### config.mk
export PLATFORM = sky130hd
export DESIGN_NAME = rtw_timer
export DESIGN_NICKNAME = d
export VERILOG_FILES = /design/src/rtw_pkg.sv /design/src/rtw_timer.sv /design/src/rtw_user_byte.sv
export VERILOG_INCLUDE_DIRS = /design/src
export SDC_FILE = /design/constraint.sdc
export NUM_CORES = 1
export LEC_CHECK = 0
export BUFFER_PORTS_ARGS = -buffer_cell sky130_fd_sc_hd__buf_4
export CORE_MARGIN = 3
export CORE_UTILIZATION = 47
export DETAILED_ROUTE_END_ITERATION = 10
export HOLD_SLACK_MARGIN = 0.1
export PLACE_DENSITY = 0.73
export SLEW_MARGIN = 40
export SYNTH_ARGS = -nofsm -noshare
export SYNTH_HDL_FRONTEND = slang
export SYNTH_SLANG_ARGS = --single-unit
### constraint.sdc
create_clock -name clock -period 3.42 [get_ports clock]
set_input_delay 0.684 -clock clock [delete_from_list [all_inputs] [get_ports clock]]
set_output_delay 0.684 -clock clock [all_outputs]
set_load 0.01 [all_outputs]
### src/rtw_cfg.svh
// Constants of the ripple timer with periodic interrupt and watchdog
`ifndef RTW_CFG_SVH
`define RTW_CFG_SVH

// Register indices, byte address is four times the index
`define RTW_IDX_CTRL      10'h008
`define RTW_IDX_COUNT     10'h009
`define RTW_IDX_SERVICE   10'h3f0

// Bit positions of timer_status_control
`define RTW_BIT_OVF_FLAG  7
`define RTW_BIT_PER_FLAG  6
`define RTW_BIT_OVF_IE    5
`define RTW_BIT_PER_IE    4
`define RTW_BIT_OVF_ACK   3
`define RTW_BIT_PER_ACK   2
`define RTW_BIT_RATE_HI   1
`define RTW_BIT_RATE_LO   0

// Bit position of the watchdog clear bit in the service location
`define RTW_BIT_WD_CLEAR  0

// Reset value of the periodic rate select, slowest rate
`define RTW_RATE_RESET    2'h3

// Chain layout: two prescale bits, eight counter bits, then the upper stages
`define RTW_CHAIN_W       17
`define RTW_CNT_LSB       2
`define RTW_CNT_MSB       9
`define RTW_PRESCALE_MAX  2'h3
`define RTW_PER_BASE_W    5'h0e

// Watchdog divider width and the count of periodic intervals to time out
`define RTW_WD_W          4
`define RTW_WD_TIMEOUT    4'h8

// Power-on and stop-exit delay in clock cycles, long and short option
`define RTW_DELAY_W       12
`define RTW_DELAY_LONG    12'hfe0
`define RTW_DELAY_SHORT   12'h010

`endif

### src/rtw_pkg.sv
// Types of the ripple timer with periodic interrupt and watchdog
`default_nettype none

package rtw_pkg;

  // Phase of one bus access
  typedef enum logic [1:0] {
    RTW_BUS_IDLE,
    RTW_BUS_TAKEN,
    RTW_BUS_ANSWER
  } rtw_bus_t;

  // Periodic rate select field
  typedef logic [1:0] rtw_rate_t;

endpackage : rtw_pkg

`default_nettype wire

### src/rtw_timer.sv
// Ripple timer chain with overflow, periodic interrupt, power-on delay and watchdog
//
// Function
// RULE1: Counter advances once every four clocks
// RULE2: Chain keeps running in wait and halt
// RULE3: Counter readable anytime without disturbing it
// RULE4: Overflow flag sets on counter wrap
// RULE5: Interrupt while overflow flag and enable set
// RULE6: Overflow ack clears flag, flag write ignored
// RULE7: Acknowledge bits two, three read zero
// RULE8: Periodic flag sets on tap, requests interrupt
// RULE9: Periodic ack clears flag, flag write ignored
// RULE10: Taps from divide 16384 to 131072
// RULE11: Reset sets both rate select bits
// RULE12: Rate change may drop or add event
// RULE13: Software services watchdog before rate change
// RULE14: Watchdog times out after eight periodic intervals
// RULE15: Watchdog timeout raises internal reset request
// RULE16: Writing zero clears only watchdog divider
// RULE17: Service location reads user byte, no reset
// RULE18: Watchdog present by build option
// RULE19: Power-on delay, then chain cleared again
// RULE20: Reset clears counter, flags, enables
// RULE21: Chain held powered down in stop
// RULE22: Stop exit delay, then counter cleared
// RULE23: Fixed bit layout of status/control register
//
// The implementer's own choice: the Avalon-MM interface to the registers.
`timescale 1ns/1ps
`default_nettype none
`include "rtw_cfg.svh"

module rtw_timer
  import rtw_pkg::*;
#(
  parameter bit WD_PRESENT = 1'b1,
  parameter bit LONG_DELAY = 1'b1
) (
  // Clock and reset
  input  wire logic        clock,
  input  wire logic        resetn,
  // Avalon-MM slave
  input  wire logic [11:0] address,
  input  wire logic        read,
  input  wire logic        write,
  input  wire logic [3:0]  byteenable,
  input  wire logic [31:0] writedata,
  output var  logic [31:0] readdata,
  output var  logic        waitrequest,
  // Device mode and user byte programming
  input  wire logic        stop_mode,
  input  wire logic        user_byte_load,
  input  wire logic [7:0]  user_byte_data,
  // Requests to the device
  output var  logic        timer_irq,
  output var  logic        chip_reset_req
);

  ////////////////////////////////////////////////////////////////////////////
  // Declarations

  localparam logic [11:0] ADDR_CTRL    = {`RTW_IDX_CTRL, 2'h0};
  localparam logic [11:0] ADDR_COUNT   = {`RTW_IDX_COUNT, 2'h0};
  localparam logic [11:0] ADDR_SERVICE = {`RTW_IDX_SERVICE, 2'h0};
  localparam logic [`RTW_DELAY_W-1:0] DELAY_CYCLES =
    LONG_DELAY ? `RTW_DELAY_LONG : `RTW_DELAY_SHORT;

  rtw_bus_t                   bus_ff;
  rtw_bus_t                   nxt_bus;
  logic [31:0]                readdata_ff;
  logic                       waitrequest_ff;
  logic [`RTW_CHAIN_W-1:0]    chain_ff;
  logic [`RTW_CHAIN_W-1:0]    per_mask;
  logic [`RTW_DELAY_W-1:0]    delay_cnt_ff;
  logic                       delay_ff;
  logic                       por_phase_ff;
  logic                       overflow_flag_ff;
  logic                       periodic_flag_ff;
  logic                       overflow_irq_enable_ff;
  logic                       periodic_irq_enable_ff;
  rtw_rate_t                  periodic_rate_select_ff;
  logic [`RTW_WD_W-1:0]       wd_cnt_ff;
  logic                       wd_fire;
  logic                       timer_irq_ff;
  logic                       chip_reset_req_ff;
  logic [7:0]                 user_byte;
  logic                       commit_wr;
  logic                       wr_ctrl;
  logic                       wr_service;
  logic                       delay_done;
  logic                       chain_clear;
  logic                       ovf_hit;
  logic                       per_hit;
  logic                       wd_clear;
  logic [7:0]                 ctrl_view;

  ////////////////////////////////////////////////////////////////////////////
  // Bus slave: take, then answer two cycles later with waitrequest low

  // Phase sequencing of one access
  always_comb begin
    nxt_bus = bus_ff;
    unique case (bus_ff)
      RTW_BUS_IDLE:   if (read || write) nxt_bus = RTW_BUS_TAKEN;
      RTW_BUS_TAKEN:  nxt_bus = RTW_BUS_ANSWER;
      RTW_BUS_ANSWER: nxt_bus = RTW_BUS_IDLE;
      default:        nxt_bus = RTW_BUS_IDLE;                       // Unused code falls back to idle
    endcase
  end

  always_ff @(posedge clock) begin
    if (!resetn) begin
      bus_ff <= RTW_BUS_IDLE;
    end else begin
      bus_ff <= nxt_bus;
    end
  end

  // Waitrequest drops only for the answer cycle
  always_ff @(posedge clock) begin
    if (!resetn) begin
      waitrequest_ff <= 1'b1;
    end else begin
      waitrequest_ff <= (nxt_bus != RTW_BUS_ANSWER);
    end
  end

  // Write strobes take effect at the edge where waitrequest is seen low
  assign commit_wr  = write && !waitrequest_ff && byteenable[0];
  assign wr_ctrl    = commit_wr && (address == ADDR_CTRL);
  assign wr_service = commit_wr && (address == ADDR_SERVICE);

  // Status view with acknowledge positions reading zero
  always_comb begin
    ctrl_view                   = 8'h00;                            // see RULE7
    ctrl_view[`RTW_BIT_OVF_FLAG] = overflow_flag_ff;                 // see RULE23
    ctrl_view[`RTW_BIT_PER_FLAG] = periodic_flag_ff;
    ctrl_view[`RTW_BIT_OVF_IE]   = overflow_irq_enable_ff;
    ctrl_view[`RTW_BIT_PER_IE]   = periodic_irq_enable_ff;
    ctrl_view[`RTW_BIT_RATE_HI]  = periodic_rate_select_ff[1];
    ctrl_view[`RTW_BIT_RATE_LO]  = periodic_rate_select_ff[0];
  end

  // Read data captured while the answer is prepared; unmapped reads give zero
  always_ff @(posedge clock) begin
    if (!resetn) begin
      readdata_ff <= 32'h0000_0000;
    end else if (bus_ff == RTW_BUS_TAKEN && read) begin
      if (address == ADDR_CTRL) begin
        readdata_ff <= {24'h00_0000, ctrl_view};
      end else if (address == ADDR_COUNT) begin
        readdata_ff <= {24'h00_0000, chain_ff[`RTW_CNT_MSB:`RTW_CNT_LSB]}; // see RULE3
      end else if (address == ADDR_SERVICE) begin
        readdata_ff <= {24'h00_0000, user_byte};                    // see RULE17
      end else begin
        readdata_ff <= 32'h0000_0000;
      end
    end
  end

  // User byte, untouched by any reset
  rtw_user_byte rtw_user_byte_inst (
    .clock      (clock),
    .load       (user_byte_load),
    .load_data  (user_byte_data),
    .rd_en      (read),
    .rd_data_ff (user_byte)                                         // see RULE17
  );

  ////////////////////////////////////////////////////////////////////////////
  // Power-on and stop-exit delay

  assign delay_done = delay_ff && !stop_mode && (delay_cnt_ff == DELAY_CYCLES - 1'b1);

  // Delay runs after reset and after each stop exit
  always_ff @(posedge clock) begin
    if (!resetn) begin
      delay_ff     <= 1'b1;                                         // see RULE19
      delay_cnt_ff <= '0;
    end else if (stop_mode) begin
      delay_ff     <= 1'b1;                                         // see RULE22
      delay_cnt_ff <= '0;
    end else if (delay_done) begin
      delay_ff     <= 1'b0;
      delay_cnt_ff <= '0;
    end else if (delay_ff) begin
      delay_cnt_ff <= delay_cnt_ff + 1'b1;
    end
  end

  // Power-on phase holds the device in reset until the delay ends
  always_ff @(posedge clock) begin
    if (!resetn) begin
      por_phase_ff <= 1'b1;
    end else if (delay_done) begin
      por_phase_ff <= 1'b0;                                         // see RULE19
    end
  end

  ////////////////////////////////////////////////////////////////////////////
  // Ripple chain: prescale, counter and periodic stages

  // Chain cleared in stop and once more when a delay ends
  assign chain_clear = stop_mode || delay_done;                     // see RULE21

  // Free-running, not gated by CPU wait or halt
  always_ff @(posedge clock) begin
    if (!resetn || chain_clear) begin
      chain_ff <= '0;                                               // see RULE20
    end else begin
      chain_ff <= chain_ff + 1'b1;                                  // see RULE1 see RULE2
    end
  end

  // Counter wraps when the low ten chain bits are all ones
  assign ovf_hit = !chain_clear && (&chain_ff[`RTW_CNT_MSB:0]);     // see RULE4

  // Selected tap closes every 2^14 to 2^17 clocks
  assign per_mask = ~({`RTW_CHAIN_W{1'b1}} << (`RTW_PER_BASE_W + {3'h0, periodic_rate_select_ff})); // see RULE10
  assign per_hit  = !chain_clear && ((chain_ff & per_mask) == per_mask); // see RULE12

  ////////////////////////////////////////////////////////////////////////////
  // Status/control register

  // Overflow flag: set wins over acknowledge, direct writes ignored
  always_ff @(posedge clock) begin
    if (!resetn) begin
      overflow_flag_ff <= 1'b0;
    end else if (ovf_hit) begin
      overflow_flag_ff <= 1'b1;                                     // see RULE4
    end else if (wr_ctrl && writedata[`RTW_BIT_OVF_ACK]) begin
      overflow_flag_ff <= 1'b0;                                     // see RULE6
    end
  end

  // Periodic flag: set wins over acknowledge, direct writes ignored
  always_ff @(posedge clock) begin
    if (!resetn) begin
      periodic_flag_ff <= 1'b0;
    end else if (per_hit) begin
      periodic_flag_ff <= 1'b1;                                     // see RULE8
    end else if (wr_ctrl && writedata[`RTW_BIT_PER_ACK]) begin
      periodic_flag_ff <= 1'b0;                                     // see RULE9
    end
  end

  // Enables and rate select
  always_ff @(posedge clock) begin
    if (!resetn) begin
      overflow_irq_enable_ff  <= 1'b0;                              // see RULE20
      periodic_irq_enable_ff  <= 1'b0;
      periodic_rate_select_ff <= `RTW_RATE_RESET;                   // see RULE11
    end else if (wr_ctrl) begin
      overflow_irq_enable_ff  <= writedata[`RTW_BIT_OVF_IE];        // see RULE23
      periodic_irq_enable_ff  <= writedata[`RTW_BIT_PER_IE];
      periodic_rate_select_ff <= writedata[`RTW_BIT_RATE_HI:`RTW_BIT_RATE_LO];
    end
  end

  // Interrupt request from either enabled flag
  always_ff @(posedge clock) begin
    if (!resetn) begin
      timer_irq_ff <= 1'b0;
    end else begin
      timer_irq_ff <= (overflow_flag_ff && overflow_irq_enable_ff) ||  // see RULE5
                      (periodic_flag_ff && periodic_irq_enable_ff);     // see RULE8
    end
  end

  ////////////////////////////////////////////////////////////////////////////
  // Watchdog

  // Servicing writes zero to the clear bit
  assign wd_clear = wr_service && !writedata[`RTW_BIT_WD_CLEAR];    // see RULE16
  assign wd_fire  = WD_PRESENT && per_hit && !wd_clear &&
                    (wd_cnt_ff == `RTW_WD_TIMEOUT - 1'b1);          // see RULE14 see RULE18

  // Final divider counts periodic intervals; only it is cleared by servicing
  always_ff @(posedge clock) begin
    if (!resetn || !WD_PRESENT || stop_mode || wd_clear || wd_fire) begin
      wd_cnt_ff <= '0;                                              // see RULE16
    end else if (per_hit) begin
      wd_cnt_ff <= wd_cnt_ff + 1'b1;                                // see RULE14
    end
  end

  // Internal reset during power-on phase and on a watchdog timeout
  always_ff @(posedge clock) begin
    if (!resetn) begin
      chip_reset_req_ff <= 1'b1;
    end else begin
      chip_reset_req_ff <= por_phase_ff || wd_fire;                 // see RULE15 see RULE19
    end
  end

  // Outputs straight from their flops
  assign readdata       = readdata_ff;
  assign waitrequest    = waitrequest_ff;
  assign timer_irq      = timer_irq_ff;
  assign chip_reset_req = chip_reset_req_ff;
endmodule : rtw_timer

`default_nettype wire

### src/rtw_user_byte.sv
// User nonvolatile byte behind the watchdog service location
`timescale 1ns/1ps
`default_nettype none

module rtw_user_byte (
  // Clock
  input  wire logic       clock,
  // Programming side
  input  wire logic       load,
  input  wire logic [7:0] load_data,
  // Read side
  input  wire logic       rd_en,
  output var  logic [7:0] rd_data_ff
);

  logic [7:0] store_ff;

  // Storage holds its value through every reset
  always_ff @(posedge clock) begin
    if (load) begin
      store_ff <= load_data;
    end
  end

  // Registered read port
  always_ff @(posedge clock) begin
    if (rd_en) begin
      rd_data_ff <= store_ff;
    end
  end

endmodule : rtw_user_byte

`default_nettype wire
==> results of run 1 <==
-- per-stage QoR --
| stage | cells | hold WS (ns) | util (%) | worst slack, ns |
|---|---|---|---|---|
| CTS | 433 | 0.423 | 57.8 | 1.19 |
| global placement | 417 | 0.401 | 54.4 | 0.875 |
| floorplan | 329 | 0.399 | - | 1.29 |
| finish | 433 | 0.421 | 57.8 | 1.16 |
| detailed placement | 417 | 0.405 | 54.4 | 0.823 |
| global route | 433 | 0.431 | 57.8 | 0.999 |
-- worst min-delay path by stage --
| stage | startpoint | endpoint | slack, ns |
|---|---|---|---|
| global route | rtw_user_byte_inst.store_ff[1] | rtw_user_byte_inst.rd_data_ff[1] | 0.43 |
| CTS | rtw_user_byte_inst.store_ff[0] | rtw_user_byte_inst.rd_data_ff[0] | 0.42 |
| floorplan | bus_ff[0] | waitrequest | 0.40 |
| detailed placement | rtw_user_byte_inst.store_ff[6] | rtw_user_byte_inst.rd_data_ff[6] | 0.40 |
| finish | rtw_user_byte_inst.store_ff[0] | rtw_user_byte_inst.rd_data_ff[0] | 0.42 |
| global placement | rtw_user_byte_inst.store_ff[5] | rtw_user_byte_inst.rd_data_ff[5] | 0.40 |
-- cells by family (layout without fill, tap and decap cells) --
| family | count (synthesis) | after routing | synth area share [%] |
|---|---|---|---|
| buf+inv | 40 | 69 | 8.26 |
| xor+xnor | 26 | 26 | 7.59 |
| fa+ha+maj | 3 | 3 | 1.25 |
| mux | 5 | 5 | 1.67 |
| simple gates | 116 | 116 | 19.4 |
| compound gates | 45 | 45 | 9.64 |
| other cells | 1 | 24 | 0.125 |
| flops | 70 | 70 | 52.1 |
-- flip-flops by register name, summed over array words and instances (netlist names), 2 cells and up --
| signal | flops |
|---|---|
| chain_ff | 17 |
| readdata | 8 |
| rtw_user_byte_inst.store_ff | 8 |
| rtw_user_byte_inst.rd_data_ff | 8 |
| bus_ff | 2 |
| wd_cnt_ff | 4 |
| delay_cnt_ff | 12 |
| periodic_rate_select_ff | 2 |
-- routing by layer --
metal	up-vias	part of all wire, %	GRT usage [%]
met5	-	0	0
met3	8	4.7	5.76
li1	1115	-	-
met1	1031	43	18.9
met2	51	50	25.4
met4	0	1.5	6.47
-- power groups by stage --
stage / clock network [µW] / logic (µW) / registers (µW)
6_report: 681 / 73.4 / 872
5_1_grt: 742 / 81.7 / 874
4_1_cts: 695 / 73.5 / 872
3_5_place_dp: 0 / 73.3 / 891
3_3_place_gp: 0 / 71.2 / 891
2_1_floorplan: 0 / 50.4 / 890
-- cells in the mapped netlist (3+ instances only) --
master	instances
a21oi_1	4
a221oi_1	6
a22oi_1	3
and3_1	4
and4_1	5
buf_4	24
clkbuf_1	6
dfxtp_1	54
edfxtp_1	16
ha_1	3
inv_1	9
mux2i_1	5
nand2_1	21
nand3_1	9
nand4_1	8
nor2_1	45
nor3_1	4
nor4_1	3
o21ai_0	22
or3_1	3
xnor2_1	10
xor2_1	16
-- cell type report --
| class | instances | area, µm² | area share (%) |
|---|---|---|---|
| timing repair buffer | 44 | 330 | 9.44 |
| inverter | 9 | 33.8 | 0.965 |
| sequential | 70 | 1560 | 44.6 |
| clock inverter | 7 | 81.3 | 2.32 |
| clock buffer | 9 | 124 | 3.54 |
| multi-input combinational | 219 | 1280 | 36.5 |
| tap | 75 | 93.8 | 2.68 |
-- worst reg2reg max path, cell delays in order, from the launching register on --
cell and delay, ns:
dfxtp_1 0.47, and4_1 0.28, nand4_2 0.18, a2111o_1 0.58, or3_1 0.39, a21oi_1 0.14
==> metrics.md, run 1 <==
| Metric | Value |
|---|---|
| Final number of hold-violating endpoints | 0 |
| Logic pwr share | 4.5% |
| DRC | 0 |
| Crit path launch | address[1] |
| Crit path capture | overflow_flag_ff |
| Mapped Avg Cell Area | 9.80 µm² |
| DP Wirelength | 4.25 mm |
| Most common cell after layout, fill and taps aside | dfxtp_1 |
| Chip Height | 85.9 µm |
| Wire length of the first global-routing pass | 9.04 mm |
| R2R setup slack | 1.32 ns |
| CP Depth | 6 |
| DR vias | 2205 |
| Fill count | 518 |
| Postcts setup bufs | 0 |
| Startpoint types | input port |
| Max_cap viols | 0 |
| Skew-Pair Late Insertion Delay | 0.34 ns |
| TritonCTS clock tree | built |
| IO Pins | 97 |
| Crit Reg-Reg Endpoint | wd_cnt_ff[3] |
| CTS clk-pin slew, worst paths | 0.08 ns |
| Top post-synthesis cells by area | dfxtp_1, edfxtp_1, buf_4 |
| Vias per inst | 5.09 |
| Fin crit share | 66.0% |
| Routability cong. | 0.740 |
| Hold path depth | 0 |
| GR Util All Layers | 15.7% |
| Flop and latch count out of synthesis | 70 |
| Number of diodes | 0 |
| Post-synth EDFFs | 16 |
| Tmin final | 2.26 ns |
| CP max stage delay | 0.51 ns |
| Initial Util | 49.5% |
| Worst Skew | 0.00463 ns |
| Routed wire per std cell | 13.0 µm |
| Critical path's top delay family | simple AND/OR/NAND/NOR gates |
| WP buf/inv | 1 |
| Port Buf Inserts | 43 |
| Register area share after synthesis | 52.1% |
| Yosys cell types | 43 |
| CTS buffer count | 9 |
| Mapped cell area | 3000 µm² |
| Setup TNS | 0 ns |
| Critical path endpoint category | flip-flop |
| Slew @ Worst Pin | 0.743 ns |
| Global route total overflow | 0 |
| Layout area overhead | 16.7% |
| Die Width | 85.9 µm |
| Leakage power | 0.00134 µW |
| R2R cell count | 5 |
| Cell taking the most area after synthesis | dfxtp_1 |
| Cells after synthesis | 306 |
| Most frequent cells in the layout | dfxtp_1, nor2_1, buf_4 |
| Total Nets Final | 418 |
| Final instance area | 3500 µm² |
| Synth async-reset ratio | 0% |
| Reg-to-reg startpoint | chain_ff[4] |
| Outcome | completed |
| Switching Share | 23.6% |
| Crit-path max FO | 9 |
| CTS Hold Buffers Added | 0 |
| Initial antenna violation count | 0 |
| Critical Path, Cell by Cell | buf_4, nor4_1, nand3_1, nor2_1, nand2_1, a32o_1 |
| CTS sink cnt | 70 |
| Total power | 1630 µW |
| Most used DFF post-synth | dfxtp_1 |
| Sequential Power Share | 53.6% |
| Internal | 1240 µW |
| Crit path kind | input port to flip-flop |
| Finish-stage setup viols | 0 |
| Worst path required time | 3.65 ns |
| Initial drt markers | 64 |
| Clk root buf | clkbuf_8 |
| Worst VDD drop | 0.346 mV |
| Max Root-Sink Buffers | 2 |
| Yosys Warn Count | 0 |
| Row count | 28 |
| Fraction of power consumed by the clock network | 41.9% |
| Core footprint | 6060 µm² |
| Slowest CP cell | nor2_1 |
| Largest net degree at the start of global routing | 29 |
| WP data arrival | 2.49 ns |
| Vias in the first global route | 1998 |
| Worst min-delay path category | flip-flop to flip-flop |
| First-pass DRT Iterations | 4 |
| Fmax | 443 MHz |
| RSZ-0062 raised after global routing | no |
| Die Area | 7380 µm² |
| Area fraction of the dominant cell type after synthesis | 36.0% |
| Number of slew-limit violations in the final report | 0 |
| Pwr per Cell Area | 465 nW/µm² |
| Net switching power | 383 µW |
| WL final | 5.61 mm |
| Slew margin rel. | 50.2% |
| # resized after CTS | 0 |
| Layout cells sized above 1 | 17.6% |
| Post-DP Area | 3300 µm² |
| # H-tree levels | 3 |
| Antenna Nets Post-Route | 0 |
(Power assumes the default switching activity.)
==> run 2: changes to the inputs <==
Settings changed: ABC_AREA set to 1, PLACE_DENSITY 0.73 to 0.74.
Clock period 3.42 ns to 1.9 ns, I/O delays scaled along.
==> metrics.md, run 2 <==
| Metric | Value |
|---|---|
| CTS Hold Buffers Added | 0 (unchanged) |
| Worst min-delay path category | input port to flip-flop |
| Fmax | 592 MHz |
| Crit path launch | delay_cnt_ff[1] |
| WL final | 6.98 mm (+24%) |
| Total Nets Final | 553 (+32%) |
| Register area share after synthesis | 44.9% (-7.2 points) |
| Hold path depth | 1 (+1) |
| Layout cells sized above 1 | 19.7% (+2.1 points) |
| Biggest regs | chain_ff: 17 flops, delay_cnt_ff: 12 flops |
| Commonest cells post-synth | nand2_1, nor2_1, dfxtp_1, inv_1, nand3_1 |
| Tmin final | 1.69 ns |
| Yosys cell types | 41 (-4.7%) |
| Setup TNS | 0 ns (unchanged) |
| Finish-stage setup viols | 0 (unchanged) |
| Switching Share | 25.8% (+2.3 points) |
| Biggest register | chain_ff |
| Skew-Pair Late Insertion Delay | 0.35 ns (about the same) |
| Sequential Power Share | 55.0% (+1.4 points) |
| R2R cell count | 9 (+4) |
| # H-tree levels | 3 (unchanged) |
| DRC | 0 (unchanged) |
| Final number of hold-violating endpoints | 0 (unchanged) |
| Critical path endpoint category | flip-flop |
| Routed wire per std cell | 11.8 µm (-8.7%) |
| Chip Height | 92.0 µm (+7.2%) |
| CTS clk-pin slew, worst paths | 0.08 ns (about the same) |
| Flop and latch count out of synthesis | 70 (unchanged) |
| HP Start | user_byte_data[1] |
| Cells after synthesis | 434 (+42%) |
| Worst Skew | 0.00705 ns (+0.00242 ns) |
| Fraction of power consumed by the clock network | 38.4% (-3.5 points) |
| Worst VDD drop | 0.330 mV (-4.8%) |
| Worst path required time | 2.14 ns (-1.51 ns) |
| CTS buffer count | 9 (unchanged) |
| Mapped cell area | 3480 µm² (+16%) |
| Core footprint | 6980 µm² (+15%) |
| IO Pins | 97 (unchanged) |
| Most used DFF post-synth | dfxtp_1 |
| GR Util All Layers | 17.5% (+1.8 points) |
| Global route total overflow | 0 (unchanged) |
| Area fraction of the dominant cell type after synthesis | 31.1% (-5.0 points) |
| First-pass DRT Iterations | 4 (unchanged) |
| # resized after CTS | 0 (unchanged) |
| Postcts setup bufs | 0 (unchanged) |
| Top-count cell post-synth | nand2_1 |
| Number of slew-limit violations in the final report | 0 (unchanged) |
| Most frequent cells in the layout | nand2_1, nor2_1, inv_1, dfxtp_1, buf_4 |
| Yosys Warn Count | 0 (unchanged) |
| Largest net degree at the start of global routing | 15 (-48%) |
| Clk root buf | clkbuf_8 |
| Fill count | 638 (+23%) |
| Startpoint types | flip-flop |
| DP Wirelength | 5.36 mm (+26%) |
| Max FFs per register | 17 (unchanged) |
| Internal | 2130 µW (+72%) |
| Layout area overhead | 15.7% |
| Most common cell after layout, fill and taps aside | nand2_1 |
| Max Root-Sink Buffers | 2 (unchanged) |
| Fin crit share | 88.9% |
| Antenna Nets Post-Route | 0 (unchanged) |
| TritonCTS clock tree | built |
| Routability cong. | 0.876 (+18%) |
| Max_cap viols | 0 (unchanged) |
| Synth async-reset ratio | 0% (unchanged) |
| Logic pwr share | 6.5% (+2.0 points) |
| Initial drt markers | 230 (+260%) |
| Reg-to-reg startpoint | delay_cnt_ff[1] |
| Total power | 2880 µW (+77%) |
| Initial Util | 49.8% (+0.34 points) |
| Leakage power | 0.00171 µW (+27%) |
| Storage cell area | 1560 µm² (unchanged) |
| RSZ-0062 raised after global routing | no |
| Top post-synthesis cells by area | dfxtp_1, edfxtp_1, nand2_1 |
| DR vias | 2860 (+30%) |
| Port Buf Inserts | 43 (unchanged) |
| Wire length of the first global-routing pass | 11.7 mm (+30%) |
| Number of diodes | 0 (unchanged) |
| Net switching power | 743 µW (+94%) |
| Row count | 30 (+7.1%) |
| CTS sink cnt | 70 (unchanged) |
| Area taken by multi-input logic gates | 1560 µm² (+23%) |
| Crit path kind | flip-flop to flip-flop |
| Pwr per Cell Area | 715 nW/µm² (+54%) |
| Outcome | completed |
| Vias per inst | 4.86 (-4.6%) |
| Die Width | 92.0 µm (+7.2%) |
| Die Area | 8470 µm² (+15%) |
| Vias in the first global route | 2602 (+30%) |
| Mapped Avg Cell Area | 8.01 µm² (-18%) |
| WP data arrival | 1.93 ns (-0.56 ns) |
| Initial antenna violation count | 0 (unchanged) |
| Crit-path max FO | 10 (+1) |
| Cell taking the most area after synthesis | dfxtp_1 |
| Post-synth EDFFs | 16 (unchanged) |
[run 2: changes by cell type after synthesis, sizes merged, moves of 11 or more]
cell   delta
inv      +49
nand3    +30
nor3     +11
nand2    +49
a21oi    +19
nor2     +18
[run 2: path summary, 6_finish.rpt]
check	endpoint	slack [ns]
worst max register to register	delay_cnt_ff[1]	0.21
worst max-delay path	delay_cnt_ff[1]	0.21
worst min register to register	rtw_user_byte_inst.rd_data_ff[0]	0.42
worst min-delay path	rtw_user_byte_inst.store_ff[1]	0.20
[run 2: logic make-up after synthesis]
family                   synth area share, %
AND/OR/NAND/NOR                         29.9
buffers and inverters                   12.6
flip-flops                              44.9
AO/OA/AOI/OAI                           8.31
XOR/XNOR                                2.77
adder cells (fa/ha/maj)                 1.08
other                                  0.108
multiplexers                           0.288
[run 2: per-stage QoR]
step / hold slack (ns) / std cells / area, µm² / setup slack (ns) / util, %
CTS: 0.185 / 589 / 4020 / 0.195 / 57.6
floorplan: 0.400 / 457 / 3560 / 0.499 / -
finish: 0.202 / 589 / 4020 / 0.210 / 57.6
global placement: 0.403 / 573 / 3840 / 0.115 / 55.0
detailed placement: 0.406 / 573 / 3840 / 0.0846 / 55.0
global route: 0.182 / 589 / 4020 / 0.0805 / 57.6
[run 2: power by group through the flow]
stage          Combinational [µW]  Sequential [µW]  Clock (µW)
2_1_floorplan                 127             1620           0
3_3_place_gp                  183             1620           0
3_5_place_dp                  187             1620           0
4_1_cts                       188             1580        1130
5_1_grt                       211             1590        1200
6_report                      188             1580        1110
[run 2: area by class of cell]
class                           count  area share [%]
Sequential cell                    70            38.8
Timing Repair Buffer               50            9.33
Clock inverter                      7            1.43
Inverter                           59            5.50
Tap cell                           96            2.99
Multi-Input combinational cell    298            38.9
Clock buffer                        9            3.08
[run 2: critical path, cell delays in order (launching register included)]
cell	delay [ns]
dfxtp_1	0.39
ha_1	0.24
nand3_1	0.13
nor2_1	0.16
nand2_2	0.09
nand2_4	0.12
nor2_8	0.07
inv_2	0.14
buf_4	0.19
nor2_1	0.06
[run 2: metal layers]
layer	wire length, µm	vias up	track usage (%)	part of all wire, %
met1	3270	1290	22.9	47
met4	183	0	9.65	2.6
li1	-	1479	-	-
met5	0	-	0	0
met3	341	13	3.36	4.9
met2	3180	78	27.3	46
